`src/common/atr_pkg.sv`:
```
// constants for the analog test register set
package atr_pkg;
    localparam int unsigned ADDR_W = 16;
    localparam int unsigned DATA_W = 32;
    // register indices as printed; byte address is four times the index, cut to the 16-bit bus width
    localparam logic [15:0] IDX_DAC_ONE      = 16'h6329;
    localparam logic [15:0] IDX_DAC_TWO      = 16'h632A;
    localparam logic [15:0] IDX_ADC_OBSERVE  = 16'h632B;
    localparam logic [15:0] IDX_FIELD_DET    = 16'h632F;
    localparam logic [15:0] IDX_ROUTE        = 16'h6330;
    // field layout
    localparam int unsigned DAC_W            = 6;
    localparam int unsigned SAMPLE_W         = 4;
    localparam int unsigned SEL_W            = 4;
    localparam int unsigned PD_BIT           = 4;
    localparam int unsigned I_LSB            = 4;
    localparam int unsigned SEL_TWO_LSB      = 0;
    localparam int unsigned SEL_ONE_LSB      = 4;
    // pin select codes
    localparam logic [3:0]  SEL_TRISTATE     = 4'h0;
    localparam logic [3:0]  SEL_DAC_REG      = 4'h1;
    // reset values
    localparam logic [5:0]  DAC_RST          = 6'h00;
    localparam logic        PD_RST           = 1'b0;
    localparam logic [7:0]  ROUTE_RST        = 8'h00;
    // answer for unmapped addresses
    localparam logic [31:0] UNMAPPED_DATA    = 32'h0000_0000;
endpackage

```
`src/rtl/atr_regs.sv`:
```
// analog test register set: dac test values, adc observation, level detector power-down
module atr_regs
    import atr_pkg::*;
(
    input  wire logic                    i_sys_clk,
    input  wire logic                    i_nrst,
    input  wire logic [atr_pkg::ADDR_W-1:0] i_avs_address,
    input  wire logic                    i_avs_read,
    input  wire logic                    i_avs_write,
    input  wire logic [atr_pkg::DATA_W-1:0] i_avs_writedata,
    input  wire logic [3:0]              i_avs_byteenable,
    output logic [atr_pkg::DATA_W-1:0]   o_avs_readdata,
    output logic                         o_avs_waitrequest,
    output logic [1:0]                   o_avs_response,
    input  wire logic [atr_pkg::SAMPLE_W-1:0] i_adc_i_sample,
    input  wire logic [atr_pkg::SAMPLE_W-1:0] i_adc_q_sample,
    output logic [atr_pkg::DAC_W-1:0]    o_first_dac_code,
    output logic [atr_pkg::DAC_W-1:0]    o_second_dac_code,
    output logic                         o_first_test_output_pin_oe_n,
    output logic                         o_second_test_output_pin_oe_n,
    output logic                         o_field_detector_powerdown
);
    import atr_pkg::*;

    // byte address of a register index
    function automatic logic [ADDR_W-1:0] reg_addr(input logic [15:0] idx);
        reg_addr = ADDR_W'({idx, 2'b00});
    endfunction

    // pin enable from a select code: only the dac code drives the pin
    function automatic logic pin_oe_n(input logic [SEL_W-1:0] sel);
        pin_oe_n = (sel == SEL_DAC_REG) ? 1'b0 : 1'b1;
    endfunction

    logic [DAC_W-1:0]    dac_one_r;
    logic [DAC_W-1:0]    dac_two_r;
    logic                pd_r;
    logic [7:0]          route_r;
    logic                ack_r;
    logic [DATA_W-1:0]   rdata_r;
    logic [DATA_W-1:0]   rdata_nxt;
    logic [SAMPLE_W-1:0] i_s1_r;
    logic [SAMPLE_W-1:0] i_s2_r;
    logic [SAMPLE_W-1:0] i_s3_r;
    logic [SAMPLE_W-1:0] i_stable_r;
    logic [SAMPLE_W-1:0] q_s1_r;
    logic [SAMPLE_W-1:0] q_s2_r;
    logic [SAMPLE_W-1:0] q_s3_r;
    logic [SAMPLE_W-1:0] q_stable_r;
    logic                wreq_r;
    logic [1:0]          resp_r;
    logic                hit_dac_one;
    logic                hit_dac_two;
    logic                hit_adc;
    logic                hit_fdet;
    logic                hit_route;
    logic [SEL_W-1:0]    sel_one;
    logic [SEL_W-1:0]    sel_two;
    logic                oe1_n_r;
    logic                oe2_n_r;
    logic                wr_go;
    logic                rd_go;

    // in-phase sample comes from the analog side; three stages, accept when stages two and three agree
    // a word caught mid-change is held back rather than shown torn, at the cost of a few cycles of lag
    always_ff @(posedge i_sys_clk or negedge i_nrst) begin
        if (!i_nrst) begin
            i_s1_r     <= '0;
            i_s2_r     <= '0;
            i_s3_r     <= '0;
            i_stable_r <= '0;
        end else begin
            i_s1_r <= i_adc_i_sample;
            i_s2_r <= i_s1_r;
            i_s3_r <= i_s2_r;
            if (i_s2_r == i_s3_r) begin
                i_stable_r <= i_s3_r;
            end
        end
    end

    // quadrature sample, same three-stage filter as the in-phase one
    always_ff @(posedge i_sys_clk or negedge i_nrst) begin
        if (!i_nrst) begin
            q_s1_r     <= '0;
            q_s2_r     <= '0;
            q_s3_r     <= '0;
            q_stable_r <= '0;
        end else begin
            q_s1_r <= i_adc_q_sample;
            q_s2_r <= q_s1_r;
            q_s3_r <= q_s2_r;
            if (q_s2_r == q_s3_r) begin
                q_stable_r <= q_s3_r;
            end
        end
    end

    // address decode, shared by the write path and the read mux
    assign hit_dac_one = (i_avs_address == reg_addr(IDX_DAC_ONE));
    assign hit_dac_two = (i_avs_address == reg_addr(IDX_DAC_TWO));
    assign hit_adc     = (i_avs_address == reg_addr(IDX_ADC_OBSERVE));
    assign hit_fdet    = (i_avs_address == reg_addr(IDX_FIELD_DET));
    assign hit_route   = (i_avs_address == reg_addr(IDX_ROUTE));

    // one wait cycle per access keeps read data registered; a request is taken while ack_r is low
    assign wr_go = i_avs_write && !ack_r;
    assign rd_go = i_avs_read && !ack_r;

    // ack_r marks the single cycle in which the answer stands
    always_ff @(posedge i_sys_clk or negedge i_nrst) begin
        if (!i_nrst) begin
            ack_r <= 1'b0;
        end else begin
            ack_r <= (i_avs_read || i_avs_write) && !ack_r;
        end
    end

    // waitrequest has its own flop so the pin has no gate behind it; it is always the inverse of ack_r
    always_ff @(posedge i_sys_clk or negedge i_nrst) begin
        if (!i_nrst) begin
            wreq_r <= 1'b1;
        end else begin
            wreq_r <= !((i_avs_read || i_avs_write) && !ack_r);
        end
    end

    // every access completes; unmapped ones read zero instead of raising an error response
    always_ff @(posedge i_sys_clk or negedge i_nrst) begin
        if (!i_nrst) begin
            resp_r <= 2'h0;
        end else begin
            resp_r <= 2'h0;
        end
    end

    // register writes; only byte lane 0 carries register data
    // a write with lane 0 masked, or to an unmapped address, leaves every register alone
    always_ff @(posedge i_sys_clk or negedge i_nrst) begin
        if (!i_nrst) begin
            dac_one_r <= DAC_RST;
            dac_two_r <= DAC_RST;
            pd_r      <= PD_RST;
            route_r   <= ROUTE_RST;
        end else if (wr_go && i_avs_byteenable[0]) begin
            // bits 7:6 of a dac write are dropped, so they can never read back as one
            if (hit_dac_one) begin
                dac_one_r <= i_avs_writedata[DAC_W-1:0];
            end
            if (hit_dac_two) begin
                dac_two_r <= i_avs_writedata[DAC_W-1:0];
            end
            if (hit_fdet) begin
                // reserved bits are expected zero and are not stored
                pd_r <= i_avs_writedata[PD_BIT];
            end
            if (hit_route) begin
                route_r <= i_avs_writedata[7:0];
            end
        end
    end

    // read mux; samples are the synchronised live values at the access
    always_comb begin
        rdata_nxt = UNMAPPED_DATA;
        if (hit_dac_one) begin
            rdata_nxt = DATA_W'(dac_one_r);
        end else if (hit_dac_two) begin
            rdata_nxt = DATA_W'(dac_two_r);
        end else if (hit_adc) begin
            rdata_nxt = DATA_W'({i_stable_r, q_stable_r});
        end else if (hit_fdet) begin
            rdata_nxt = DATA_W'({pd_r, 4'h0});
        end else if (hit_route) begin
            rdata_nxt = DATA_W'(route_r);
        end
    end

    // read data is loaded when the request is taken and stands until the next read
    always_ff @(posedge i_sys_clk or negedge i_nrst) begin
        if (!i_nrst) begin
            rdata_r <= '0;
        end else if (rd_go) begin
            rdata_r <= rdata_nxt;
        end
    end

    // select fields of the routing register
    assign sel_one = route_r[SEL_ONE_LSB +: SEL_W];
    assign sel_two = route_r[SEL_TWO_LSB +: SEL_W];

    // pin routing: code zero floats the pin, code one drives the dac value
    // other codes name sources this block does not have, so they float the pin as well
    always_ff @(posedge i_sys_clk or negedge i_nrst) begin
        if (!i_nrst) begin
            oe1_n_r <= 1'b1;
            oe2_n_r <= 1'b1;
        end else begin
            oe1_n_r <= pin_oe_n(sel_one);
            oe2_n_r <= pin_oe_n(sel_two);
        end
    end

    // every output comes straight from a flop
    assign o_avs_readdata                = rdata_r;
    assign o_avs_waitrequest             = wreq_r;
    assign o_avs_response                = resp_r;
    assign o_first_dac_code              = dac_one_r;
    assign o_second_dac_code             = dac_two_r;
    assign o_first_test_output_pin_oe_n  = oe1_n_r;
    assign o_second_test_output_pin_oe_n = oe2_n_r;
    assign o_field_detector_powerdown    = pd_r;
endmodule

```
`config.mk`:
```
export PLATFORM = sky130hd
export DESIGN_NAME = atr_regs
export DESIGN_NICKNAME = d
export VERILOG_FILES = /design/src/common/atr_pkg.sv /design/src/rtl/atr_regs.sv
export SDC_FILE = /design/constraint.sdc
export NUM_CORES = 1
export LEC_CHECK = 0
export BUFFER_PORTS_ARGS = -buffer_cell sky130_fd_sc_hd__buf_2
export CAP_MARGIN = 20
export CORE_UTILIZATION = 50
export CTS_BUF_LIST = sky130_fd_sc_hd__clkbuf_8
export CTS_CLUSTER_SIZE = 25
export DETAILED_ROUTE_END_ITERATION = 16
export PLACE_DENSITY = 0.93
export SYNTH_ARGS = -nofsm -noshare
export SYNTH_HDL_FRONTEND = slang
export SYNTH_SLANG_ARGS = --single-unit
```
`constraint.sdc`:
```
create_clock -name i_sys_clk -period 2.35 [get_ports i_sys_clk]
set_clock_uncertainty 0.2 [all_clocks]
set_input_delay 0.235 -clock i_sys_clk [delete_from_list [all_inputs] [get_ports i_sys_clk]]
set_output_delay 0.235 -clock i_sys_clk [all_outputs]
set_load 0.01 [all_outputs]
```
Word level (Yosys, flattened, before mapping)
Cells that the tools add are included.
{"block": "word_totals", "wordCells": 44, "ff_bits": 89, "out_inout_bits": 50, "in_bits": 64}
{"block": "classes", "muxes": 7, "eq_ne": 9, "reduce_logical": 11}
{"op": "$eq 16x16->1 const B", "count": 5}
{"op": "$mux 8", "count": 5}
{"op": "$eq 4x1->1 const B", "count": 2}
{"op": "$eq 4x4->1", "count": 2}
{"op": "$reduce_and 2->1", "count": 4}
{"op": "$logic_and 1x1->1", "count": 4}
{"op": "$logic_not 1->1", "count": 2}
{"op": "$mux 1", "count": 2}
{"op": "$logic_or 1x1->1", "count": 1}

Depth between registers and ports, before layout
Gate-level depths: netlist (run 1).
{"block": "logic_depth", "ltp_word": 6, "mapped_depth": 6, "ltp_nobuf": 4}

Worst setup path after synthesis (run 1)
No wires, ideal clock.
{"block": "synth_timing", "path_kind": "input port to flip-flop", "from": "in i_avs_address[13] (netlist bit)", "to": "reg route_r[0]", "required_ns": 2.025, "arrival_ns": 1.772, "stages": 6, "slack_ns": 0.253, "setup_time_ns": 0.125, "cell_sequence": "or4_4 > buf_6 > nor4_2 > and2_1 > buf_2 > mux2_2"}
{"block": "synth_between", "elab_chain_cells": 2}
{"element": "start: declaration", "line": "atr_regs.sv:7", "rtl": "input wire logic [atr_pkg::ADDR_W-1:0] i_avs_address,"}
{"element": "$eq 16x16->1", "line": "atr_regs.sv:104", "rtl": "assign hit_route = (i_avs_address == reg_addr(IDX_ROUTE));"}
{"element": "$reduce_and 2->1 (no source line)"}
{"element": "end signal: assignment", "line": "atr_regs.sv:158", "rtl": "route_r <= i_avs_writedata[7:0];"}
{"element": "end: declaration", "line": "atr_regs.sv:38", "rtl": "logic [7:0] route_r;"}
Every way passes these cells.
A chain may end at the register's enable or synchronous reset.

Worst setup path after layout (run 1)
{"block": "layout_timing", "from": "reg ack_r", "to": "reg dac_two_r[2] (netlist: o_second_dac_code[2])"}
{"block": "layout_between", "elab_chain_cells": 4}
{"element": "start: declaration", "line": "atr_regs.sv:39", "rtl": "logic ack_r;"}
{"element": "start signal: assignment", "line": "atr_regs.sv:115", "rtl": "ack_r <= (i_avs_read || i_avs_write) && !ack_r;"}
{"element": "$logic_not 1->1", "line": "atr_regs.sv:107", "rtl": "assign wr_go = i_avs_write && !ack_r;"}
{"element": "$logic_and 1x1->1", "line": "atr_regs.sv:107"}
{"element": "$logic_and 1x1->1", "line": "atr_regs.sv:145", "rtl": "end else if (wr_go && i_avs_byteenable[0]) begin"}
{"element": "$reduce_and 2->1 (no source line)"}
{"element": "end signal: assignment", "line": "atr_regs.sv:151", "rtl": "dac_two_r <= i_avs_writedata[DAC_W-1:0];"}
{"element": "end: declaration", "line": "atr_regs.sv:36", "rtl": "logic [DAC_W-1:0] dac_two_r;"}
Every way passes these cells.

==> results_tabular.tex, run 1 <==
\begin{tabular}{lr}
\hline
Metric & Value \\
\hline
\multicolumn{2}{l}{\textbf{Run status}} \\
\quad Outcome & finished clean \\
\multicolumn{2}{l}{\textbf{Synth}} \\
\quad Share of flip-flops with an asynchronous set or reset & 100\% \\
\quad Compound-cell area share of the yosys netlist & 7.50\% \\
\quad Library cell with the largest summed area after synthesis & sky130\_fd\_sc\_hd\_\_dfrtp\_1 \\
\quad Most instantiated library cell after synthesis & sky130\_fd\_sc\_hd\_\_dfrtp\_1 \\
\quad Adder-cell share of the synthesized area & 0\% \\
\quad Synth cell count leaders & sky130\_fd\_sc\_hd\_\_dfrtp\_1 (62), sky130\_fd\_sc\_hd\_\_buf\_4 (26), sky130\_fd\_sc\_hd\_\_mux2\_2 (22), sky130\_fd\_sc\_hd\_\_nand2\_1 (15), sky130\_fd\_sc\_hd\_\_a32oi\_1 (7) \\
\quad Seq cells post-synth & 65 \\
\quad Mux share of post-synthesis cell area & 10.6\% \\
\quad Most instantiated flip-flop cell in the synthesis netlist & sky130\_fd\_sc\_hd\_\_dfrtp\_1 \\
\quad Fraction of the yosys area taken by sequential cells & 58.9\% \\
\quad Synthesized area & 0.00277 mm\^{}2 \\
\quad Area contributors post-synth & sky130\_fd\_sc\_hd\_\_dfrtp\_1 (56\%), sky130\_fd\_sc\_hd\_\_mux2\_2 (9.0\%), sky130\_fd\_sc\_hd\_\_buf\_4 (7.1\%), sky130\_fd\_sc\_hd\_\_dfstp\_2 (2.8\%), sky130\_fd\_sc\_hd\_\_a32oi\_1 (2.2\%) \\
\quad Mapped Cells & 212 \\
\quad Xor/xnor share of the synthesized area & $\sim$2.5\% \\
\quad Top-area cell type share of the netlist area & 56.1\% \\
\quad Total of warnings raised by yosys & 0 \\
\quad Number of flops mapped to enable cells by yosys & 0 \\
\quad Mean Syn Cell Area & 13.1 um\^{}2 \\
\quad Post-Synth Simple-Gate Area & a little under an eighth \\
\quad Number of library cell types mapped by synthesis & 44 \\
\quad Main combinational cell family by area after synthesis & simple AND/OR/NAND/NOR gates \\
\multicolumn{2}{l}{\textbf{Timing}} \\
\quad Pins over their slew limit & 0 \\
\quad Fin worst setup slack & a little over 0.09 ns \\
\quad Normalized max-slew margin & about three fifths \\
\quad Portion of the clock cycle consumed by the worst path in the final layout & between 90 and 100\% \\
\quad Final number of setup-violating endpoints & 0 \\
\quad Measured slew at the worst slew-check pin & 0.578 ns \\
\quad Hold Violations, Final & 0 \\
\quad Setup repair after global routing missed its margin & false \\
\quad Shortest period the worst path allows & 2.26 ns \\
\quad FMAX & 0.443 GHz \\
\multicolumn{2}{l}{\textbf{Setup path}} \\
\quad Endpoint required time on the critical path & 2.37 ns \\
\quad Sort of element at the end of the critical path & flip-flop \\
\quad Top fanout value on the critical path & 6 \\
\quad Startpoint kind of the worst setup timing path & flip-flop \\
\quad Critical path arrival & between 2 and 2.5 ns \\
\quad Setup CP Type & flip-flop to flip-flop \\
\multicolumn{2}{l}{\textbf{Drt}} \\
\quad Residual antenna-violating net count after detailed routing & 0 \\
\quad Drt pass-1 iters & 4 \\
\quad Via density per instance & approximately 5.4 \\
\quad Final wirelength & around 6000 um \\
\quad DR WL/cell & 15.8 um \\
\quad DRC violation total after the first TritonRoute iteration & a little under 200 \\
\quad Total DRC errors in the routed layout & 0 \\
\quad Via count & about 2100 \\
\multicolumn{2}{l}{\textbf{Job}} \\
\quad Max-cap violation count & 0 \\
\multicolumn{2}{l}{\textbf{Placement}} \\
\quad Worst setup timing slack at the placement stage & -0.0201 ns \\
\quad Gp weighted congestion & 0.833 \\
\quad Placed Cells & 347 \\
\quad HPWL reported at the end of detailed placement & 4030 um \\
\quad Area post-placement & 0.00314 mm\^{}2 \\
\quad Port bufs & 60 \\
\multicolumn{2}{l}{\textbf{Power}} \\
\quad Internal cell power & 2.04 mW \\
\quad Share of total power in sequential cells & 48.4\% \\
\quad LEAKAGE & 1.71 nW \\
\quad Power density of the placed cells & 750 mW/mm\^{}2 \\
\quad Worst-case vdd ir drop & 0.605 mV \\
\quad Proportion of power drawn by the clock network & 40.9\% \\
\quad Sw Ratio & a little under a quarter \\
\quad Logic pwr share & between 10\% and 20\% \\
\quad Net load switching power & 0.621 mW \\
\multicolumn{2}{l}{\textbf{Layout}} \\
\quad Filler-free cell count of the finished design & 380 \\
\quad Final Core Density & 68.1\% \\
\quad Diode insertion count for antenna repair & 0 \\
\quad Post-route cell area & around 0.0035 mm\^{}2 \\
\quad Nets & 369 \\
\quad P\&R area growth vs syn & 28.1\% \\
\quad Fraction of layout instances using a drive strength above 1 & 39.7\% \\
\multicolumn{2}{l}{\textbf{Clock network}} \\
\quad CTS max path bufs & 2 \\
\quad Latest clock arrival within the worst-skew pair & 0.33 ns \\
\quad Clock tree from TritonCTS & done \\
\quad CTS HTree Levels & 3 \\
\quad CTS clock-pin slew for the worst setup and hold paths & 0.07 ns \\
\quad CTS Buf Count & 9 \\
\quad Root Buffer Master & sky130\_fd\_sc\_hd\_\_clkbuf\_8 \\
\quad Clock tree sinks & 65 \\
\quad Post-CTS setup buffers & 0 \\
\multicolumn{2}{l}{\textbf{Global route}} \\
\quad Met1 Resource Use GR & 27.3\% \\
\quad Grt peak-use layer & met2 \\
\quad Number of antenna violations at the first check in global routing & 0 \\
\quad Overflow left after global routing & 0 \\
\quad Global routing met3 resource utilization & around 7.2\% \\
\quad Maximum number of pins on one net before global-route repair & 66 \\
\quad Via count of the first global-routing pass & 2031 \\
\quad GRT Overall Usage & around 22\% \\
\quad Global-route wire length before repair & 9810 um \\
\quad GR Layer Usage met2 & $\sim$35\% \\
\multicolumn{2}{l}{\textbf{Hold path}} \\
\quad Worst hold path class & input port to flip-flop \\
\multicolumn{2}{l}{\textbf{Floorplanning}} \\
\quad Io pins & 114 \\
\quad Width of the die & 76.4 um \\
\quad Vertical die dimension & 76.4 um \\
\quad Core Region & 0.00520 mm\^{}2 \\
\quad Initial Utilization & 53.2\% \\
\quad Die footprint & 0.00584 mm\^{}2 \\
\quad Number of placement rows & 26 \\
\hline
\end{tabular}
[per-stage QoR]
stage / TNS [ns] / hold WS [ns] / power [mW]
2_1_floorplan: 0 / -0.261 / 1.46
3_3_place_gp: 0 / 0.0665 / 1.55
3_5_place_dp: -0.0672 / 0.0733 / 1.57
4_1_cts: 0 / 0.0129 / 2.68
5_1_grt: 0 / 0.0432 / 2.78
6_report: 0 / 0.0244 / 2.66
[worst max-delay path, cell delays in order, from the launching register on]
cell,delay [ns]
sky130_fd_sc_hd__dfrtp_1,0.40
sky130_fd_sc_hd__nand3b_1,0.25
sky130_fd_sc_hd__nor4_2,0.52
sky130_fd_sc_hd__and3_2,0.40
sky130_fd_sc_hd__mux2_2,0.37
[path summary, 6_finish.rpt]
kind	startpoint	endpoint	slack, ns	depth (start not counted)
max in group asynchronous	i_nrst	o_first_test_output_pin_oe_n	1.40	3
setup reg to reg	ack_r	o_second_dac_code[2]	0.09	4
min in group asynchronous	i_nrst	ack_r	0.24	3
setup / recovery	ack_r	o_second_dac_code[2]	0.09	4
hold reg to reg	i_s1_r[0]	i_s2_r[0]	0.14	0
hold / removal	i_avs_write	o_avs_waitrequest	0.02	3
[cell type report]
type                    instances  area [um^2]
inverters                       1         3.75
repair buffers                 89          586
well taps                      70         87.6
clock inverters                 4         73.8
clock buffers                  12          165
fillers                       376         1660
flip-flops and latches         65         1630
multi-input cells             139         1000
[repair_timing]
item | 4_1_cts | 5_1_grt
gates resized for setup | 0 | 1
endpoints found under the hold margin | 94 | 0
setup endpoints to repair | 0 | 6
hold buffers | 17 | 0
[sequential cells by signal, indices dropped and copies added, names as in the netlist, 6 cells and up]
name,count
o_avs_readdata,8
o_second_dac_code,6
route_r,8
o_first_dac_code,6
[power groups by stage]
| stage | Clock, mW | Sequential [mW] | Combinational (mW) |
|---|---|---|---|
| final | 1.09 | 1.29 | 0.284 |
| after global routing | 1.17 | 1.30 | 0.317 |
| after CTS | 1.11 | 1.29 | 0.284 |
| after detailed placement | 0 | 1.31 | 0.261 |
| after global placement | 0 | 1.30 | 0.247 |
| after floorplan | 0 | 1.30 | 0.163 |
[cells by family (layout without fill, tap and decap cells)]
logic type      after synthesis  after routing
xor+xnor                      8              8
mux                          26             26
flops                        65             65
simple gates                 52             52
other cells                   1             26
buf+inv                      33            106
compound gates               27             27
[cell usage in the layout, fill, tap and decap left out, types with 2 or more instances in the layout]
master,synthesis,layout
sky130_fd_sc_hd__a32oi_1,7,7
sky130_fd_sc_hd__nor2_1,5,5
sky130_fd_sc_hd__nand3b_1,2,2
sky130_fd_sc_hd__bufinv_16,0,2
sky130_fd_sc_hd__nor4_2,3,3
sky130_fd_sc_hd__dfstp_2,3,3
sky130_fd_sc_hd__nand4bb_1,2,2
sky130_fd_sc_hd__dlygate4sd3_1,0,17
sky130_fd_sc_hd__nor4_1,3,3
sky130_fd_sc_hd__buf_12,0,2
sky130_fd_sc_hd__o32ai_1,5,5
sky130_fd_sc_hd__nand2_1,15,15
sky130_fd_sc_hd__conb_1,1,26
sky130_fd_sc_hd__mux2_1,4,4
sky130_fd_sc_hd__or4b_2,3,3
sky130_fd_sc_hd__buf_4,26,10
sky130_fd_sc_hd__a221oi_1,3,3
sky130_fd_sc_hd__nand3_1,2,2
sky130_fd_sc_hd__or3_1,2,2
sky130_fd_sc_hd__buf_2,3,60
sky130_fd_sc_hd__xor2_1,4,4
sky130_fd_sc_hd__nor3_1,2,2
sky130_fd_sc_hd__a31oi_1,3,3
sky130_fd_sc_hd__xnor2_1,4,4
sky130_fd_sc_hd__dfrtp_1,62,62
sky130_fd_sc_hd__clkbuf_8,0,12
sky130_fd_sc_hd__a21oi_1,6,6
sky130_fd_sc_hd__mux2_2,22,22
[per-layer routing]
| layer | routed length, um | share of wire, % |
|---|---|---|
| met5 | 0 | 0 |
| met3 | 550 | 9.2 |
| met2 | 2880 | 48 |
| met1 | 2440 | 41 |
| met4 | 134 | 2.2 |
(Power assumes the default switching activity.)
==> run 2: changes to the inputs <==
--- a/config.mk
+++ b/config.mk
@@ -8,7 +8,8 @@
 export BUFFER_PORTS_ARGS = -buffer_cell sky130_fd_sc_hd__buf_2
 export CAP_MARGIN = 20
 export CORE_UTILIZATION = 50
-export CTS_BUF_LIST = sky130_fd_sc_hd__clkbuf_8
+export CTS_BUF_LIST = sky130_fd_sc_hd__clkbuf_4
+export CTS_CLUSTER_DIAMETER = 60
 export CTS_CLUSTER_SIZE = 25
 export DETAILED_ROUTE_END_ITERATION = 16
 export PLACE_DENSITY = 0.93
==> results_tabular.tex, run 2 (synthesis results as in run 1) <==
\begin{tabular}{lr}
\hline
Metric & Value \\
\hline
\multicolumn{2}{l}{\textbf{Timing}} \\
\quad Pins over their slew limit & 0 (unchanged) \\
\quad Final sum of negative setup slack & 0 ns (unchanged) \\
\quad Measured slew at the worst slew-check pin & 0.513 ns (-0.0650 ns) \\
\quad Shortest period the worst path allows & 2.25 ns (-0.00870 ns) \\
\quad FMAX & 0.445 GHz (+0.39\%) \\
\quad Hold Violations, Final & 0 (unchanged) \\
\quad Portion of the clock cycle consumed by the worst path in the final layout & 95.7\% (-0.37 points) \\
\quad Normalized max-slew margin & 65.5\% (+4.4 points) \\
\quad Fin worst setup slack & 0.101 ns (+0.00870 ns) \\
\quad Final number of setup-violating endpoints & 0 (unchanged) \\
\quad Setup repair after global routing missed its margin & false \\
\quad Hold\_ws & 0.0462 ns (+0.0218 ns) \\
\multicolumn{2}{l}{\textbf{Clock network}} \\
\quad Latest clock arrival within the worst-skew pair & 0.39 ns (+0.06 ns) \\
\quad Clock tree sinks & 65 (unchanged) \\
\quad CTS max path bufs & 2 (unchanged) \\
\quad Root Buffer Master & sky130\_fd\_sc\_hd\_\_clkbuf\_4 \\
\quad CTS clock-pin slew for the worst setup and hold paths & 0.11 ns (+0.04 ns) \\
\quad Clock tree from TritonCTS & done \\
\quad CTS HTree Levels & 3 (unchanged) \\
\quad Post-CTS setup buffers & 0 (unchanged) \\
\quad CTS Buf Count & 9 (unchanged) \\
\multicolumn{2}{l}{\textbf{Power}} \\
\quad Power density of the placed cells & 681 mW/mm\^{}2 (-9.2\%) \\
\quad LEAKAGE & 1.69 nW (-1.5\%) \\
\quad Worst-case vdd ir drop & 0.420 mV (-31\%) \\
\multicolumn{2}{l}{\textbf{Setup path}} \\
\quad Top fanout value on the critical path & 6 (unchanged) \\
\quad Startpoint kind of the worst setup timing path & flip-flop \\
\quad Reg-to-reg slack, setup & 0.10 ns (about the same) \\
\quad Sort of element at the end of the critical path & flip-flop \\
\quad Setup CP Type & flip-flop to flip-flop \\
\quad Critical path arrival & 2.33 ns (+0.05 ns) \\
\quad Endpoint required time on the critical path & 2.43 ns (+0.06 ns) \\
\multicolumn{2}{l}{\textbf{Floorplanning}} \\
\quad Io pins & 114 (unchanged) \\
\quad Vertical die dimension & 76.4 um (unchanged) \\
\quad Initial Utilization & 53.2\% (unchanged) \\
\quad Number of placement rows & 26 (unchanged) \\
\quad Core Region & 0.00520 mm\^{}2 (unchanged) \\
\quad Die footprint & 0.00584 mm\^{}2 (unchanged) \\
\quad Width of the die & 76.4 um (unchanged) \\
\multicolumn{2}{l}{\textbf{Global route}} \\
\quad GRT Overall Usage & 21.9\% (-0.34 points) \\
\quad Overflow left after global routing & 0 (unchanged) \\
\quad Maximum number of pins on one net before global-route repair & 66 (unchanged) \\
\quad Via count of the first global-routing pass & 2022 (-0.44\%) \\
\quad Number of antenna violations at the first check in global routing & 0 (unchanged) \\
\quad Global-route wire length before repair & 9600 um (-2.1\%) \\
\multicolumn{2}{l}{\textbf{Placement}} \\
\quad HPWL reported at the end of detailed placement & 4030 um (unchanged) \\
\quad Gp weighted congestion & 0.833 (unchanged) \\
\quad Worst setup timing slack at the placement stage & -0.0201 ns (unchanged) \\
\quad Placed Cells & 347 (unchanged) \\
\quad Port bufs & 60 (unchanged) \\
\multicolumn{2}{l}{\textbf{Drt}} \\
\quad Residual antenna-violating net count after detailed routing & 0 (unchanged) \\
\quad Total DRC errors in the routed layout & 0 (unchanged) \\
\quad DR WL/cell & 15.2 um (-4.1\%) \\
\quad Via density per instance & 5.30 (-1.9\%) \\
\quad Drt pass-1 iters & 4 (unchanged) \\
\quad Final wirelength & 5810 um (-3.3\%) \\
\quad Via count & 2029 (-1.1\%) \\
\quad DRC violation total after the first TritonRoute iteration & 217 (+11\%) \\
\multicolumn{2}{l}{\textbf{Layout}} \\
\quad Filler-free cell count of the finished design & 383 (+0.79\%) \\
\quad Final Core Density & 67.0\% (-1.1 points) \\
\quad Nets & 372 (+0.81\%) \\
\quad P\&R area growth vs syn & 26.1\% \\
\quad Top library cells by usage in the layout, fill and taps aside & sky130\_fd\_sc\_hd\_\_dfrtp\_1 (62), sky130\_fd\_sc\_hd\_\_buf\_2 (60), sky130\_fd\_sc\_hd\_\_conb\_1 (26) \\
\quad Most common cell after layout, fill and taps aside & sky130\_fd\_sc\_hd\_\_dfrtp\_1 \\
\quad Diode insertion count for antenna repair & 0 (unchanged) \\
\quad Fraction of layout instances using a drive strength above 1 & 38.3\% (-1.3 points) \\
\multicolumn{2}{l}{\textbf{Job}} \\
\quad Max-cap violation count & 0 (unchanged) \\
\multicolumn{2}{l}{\textbf{Run status}} \\
\quad Outcome & finished clean \\
\multicolumn{2}{l}{\textbf{Hold path}} \\
\quad Worst hold path class & input port to flip-flop \\
\hline
\end{tabular}
[run 2: cell types whose count changed in the layout (fill, tap and decap cells not counted), sizes merged]
| cell | before | now |
|---|---|---|
| clkbuf | 12 | 9 |
| dlygate4sd3 | 17 | 20 |
| clkinv | 2 | 5 |
[run 2: per-layer routing]
layer	vias up	track usage, %	routed length (um)
met2	128	34.4	2760
met5	-	0	0
met1	965	27.8	2400
met3	17	7.07	523
met4	0	9.42	123
li1	919	-	-
[run 2: area by class of cell]
| cell class | count | area, um^2 |
|---|---|---|
| Clock buffer | 9 | 67.6 |
| Tap cell | 70 | 87.6 |
| Multi-Input combinational cell | 139 | 1000 |
| Inverter | 1 | 3.75 |
| Clock inverter | 7 | 85.1 |
| Timing Repair Buffer | 92 | 616 |
| Sequential cell | 65 | 1630 |
| Fill cell | 388 | 1720 |
[run 2: worst paths after layout]
kind,from,end,depth (start not counted)
worst max-delay path,ack_r,o_second_dac_code[1],4
worst min-delay path,i_avs_address[6],o_avs_readdata[4],4
worst max register to register,ack_r,o_second_dac_code[1],4
worst min register to register,q_s1_r[2],q_s2_r[2],0
max in group asynchronous,i_nrst,o_first_test_output_pin_oe_n,3
min in group asynchronous,i_nrst,o_avs_readdata[5],3
[run 2: worst max-delay path, stage by stage, from the launching register on]
cell and delay, ns:
sky130_fd_sc_hd__dfrtp_1 0.41, sky130_fd_sc_hd__nand3b_1 0.26, sky130_fd_sc_hd__nor4_2 0.52, sky130_fd_sc_hd__and3_2 0.39
sky130_fd_sc_hd__mux2_2 0.35
[run 2: report_power, final]
part / internal (mW) / total (mW) / leakage [nW] / switching, mW
combinational: 0.137 / 0.287 / 0.792 / 0.150
clock: 0.421 / 0.808 / 0.0824 / 0.387
sequential: 1.22 / 1.28 / 0.812 / 0.0625
total: 1.78 / 2.38 / 1.69 / 0.599
[run 2: metrics by stage]
stage / area (um^2) / power [mW]
after CTS: 3490 / 2.40
final: 3490 / 2.38
after global routing: 3490 / 2.51
after detailed placement: 3140 / 1.57
after global placement: 3140 / 1.55
after floorplan: 2860 / 1.46
[run 2: repair_timing]
action                     CTS  global route
setup endpoints to repair    0             6
hold endpoints to repair    96             0
gates resized for setup      0             1
hold buffers                20             0
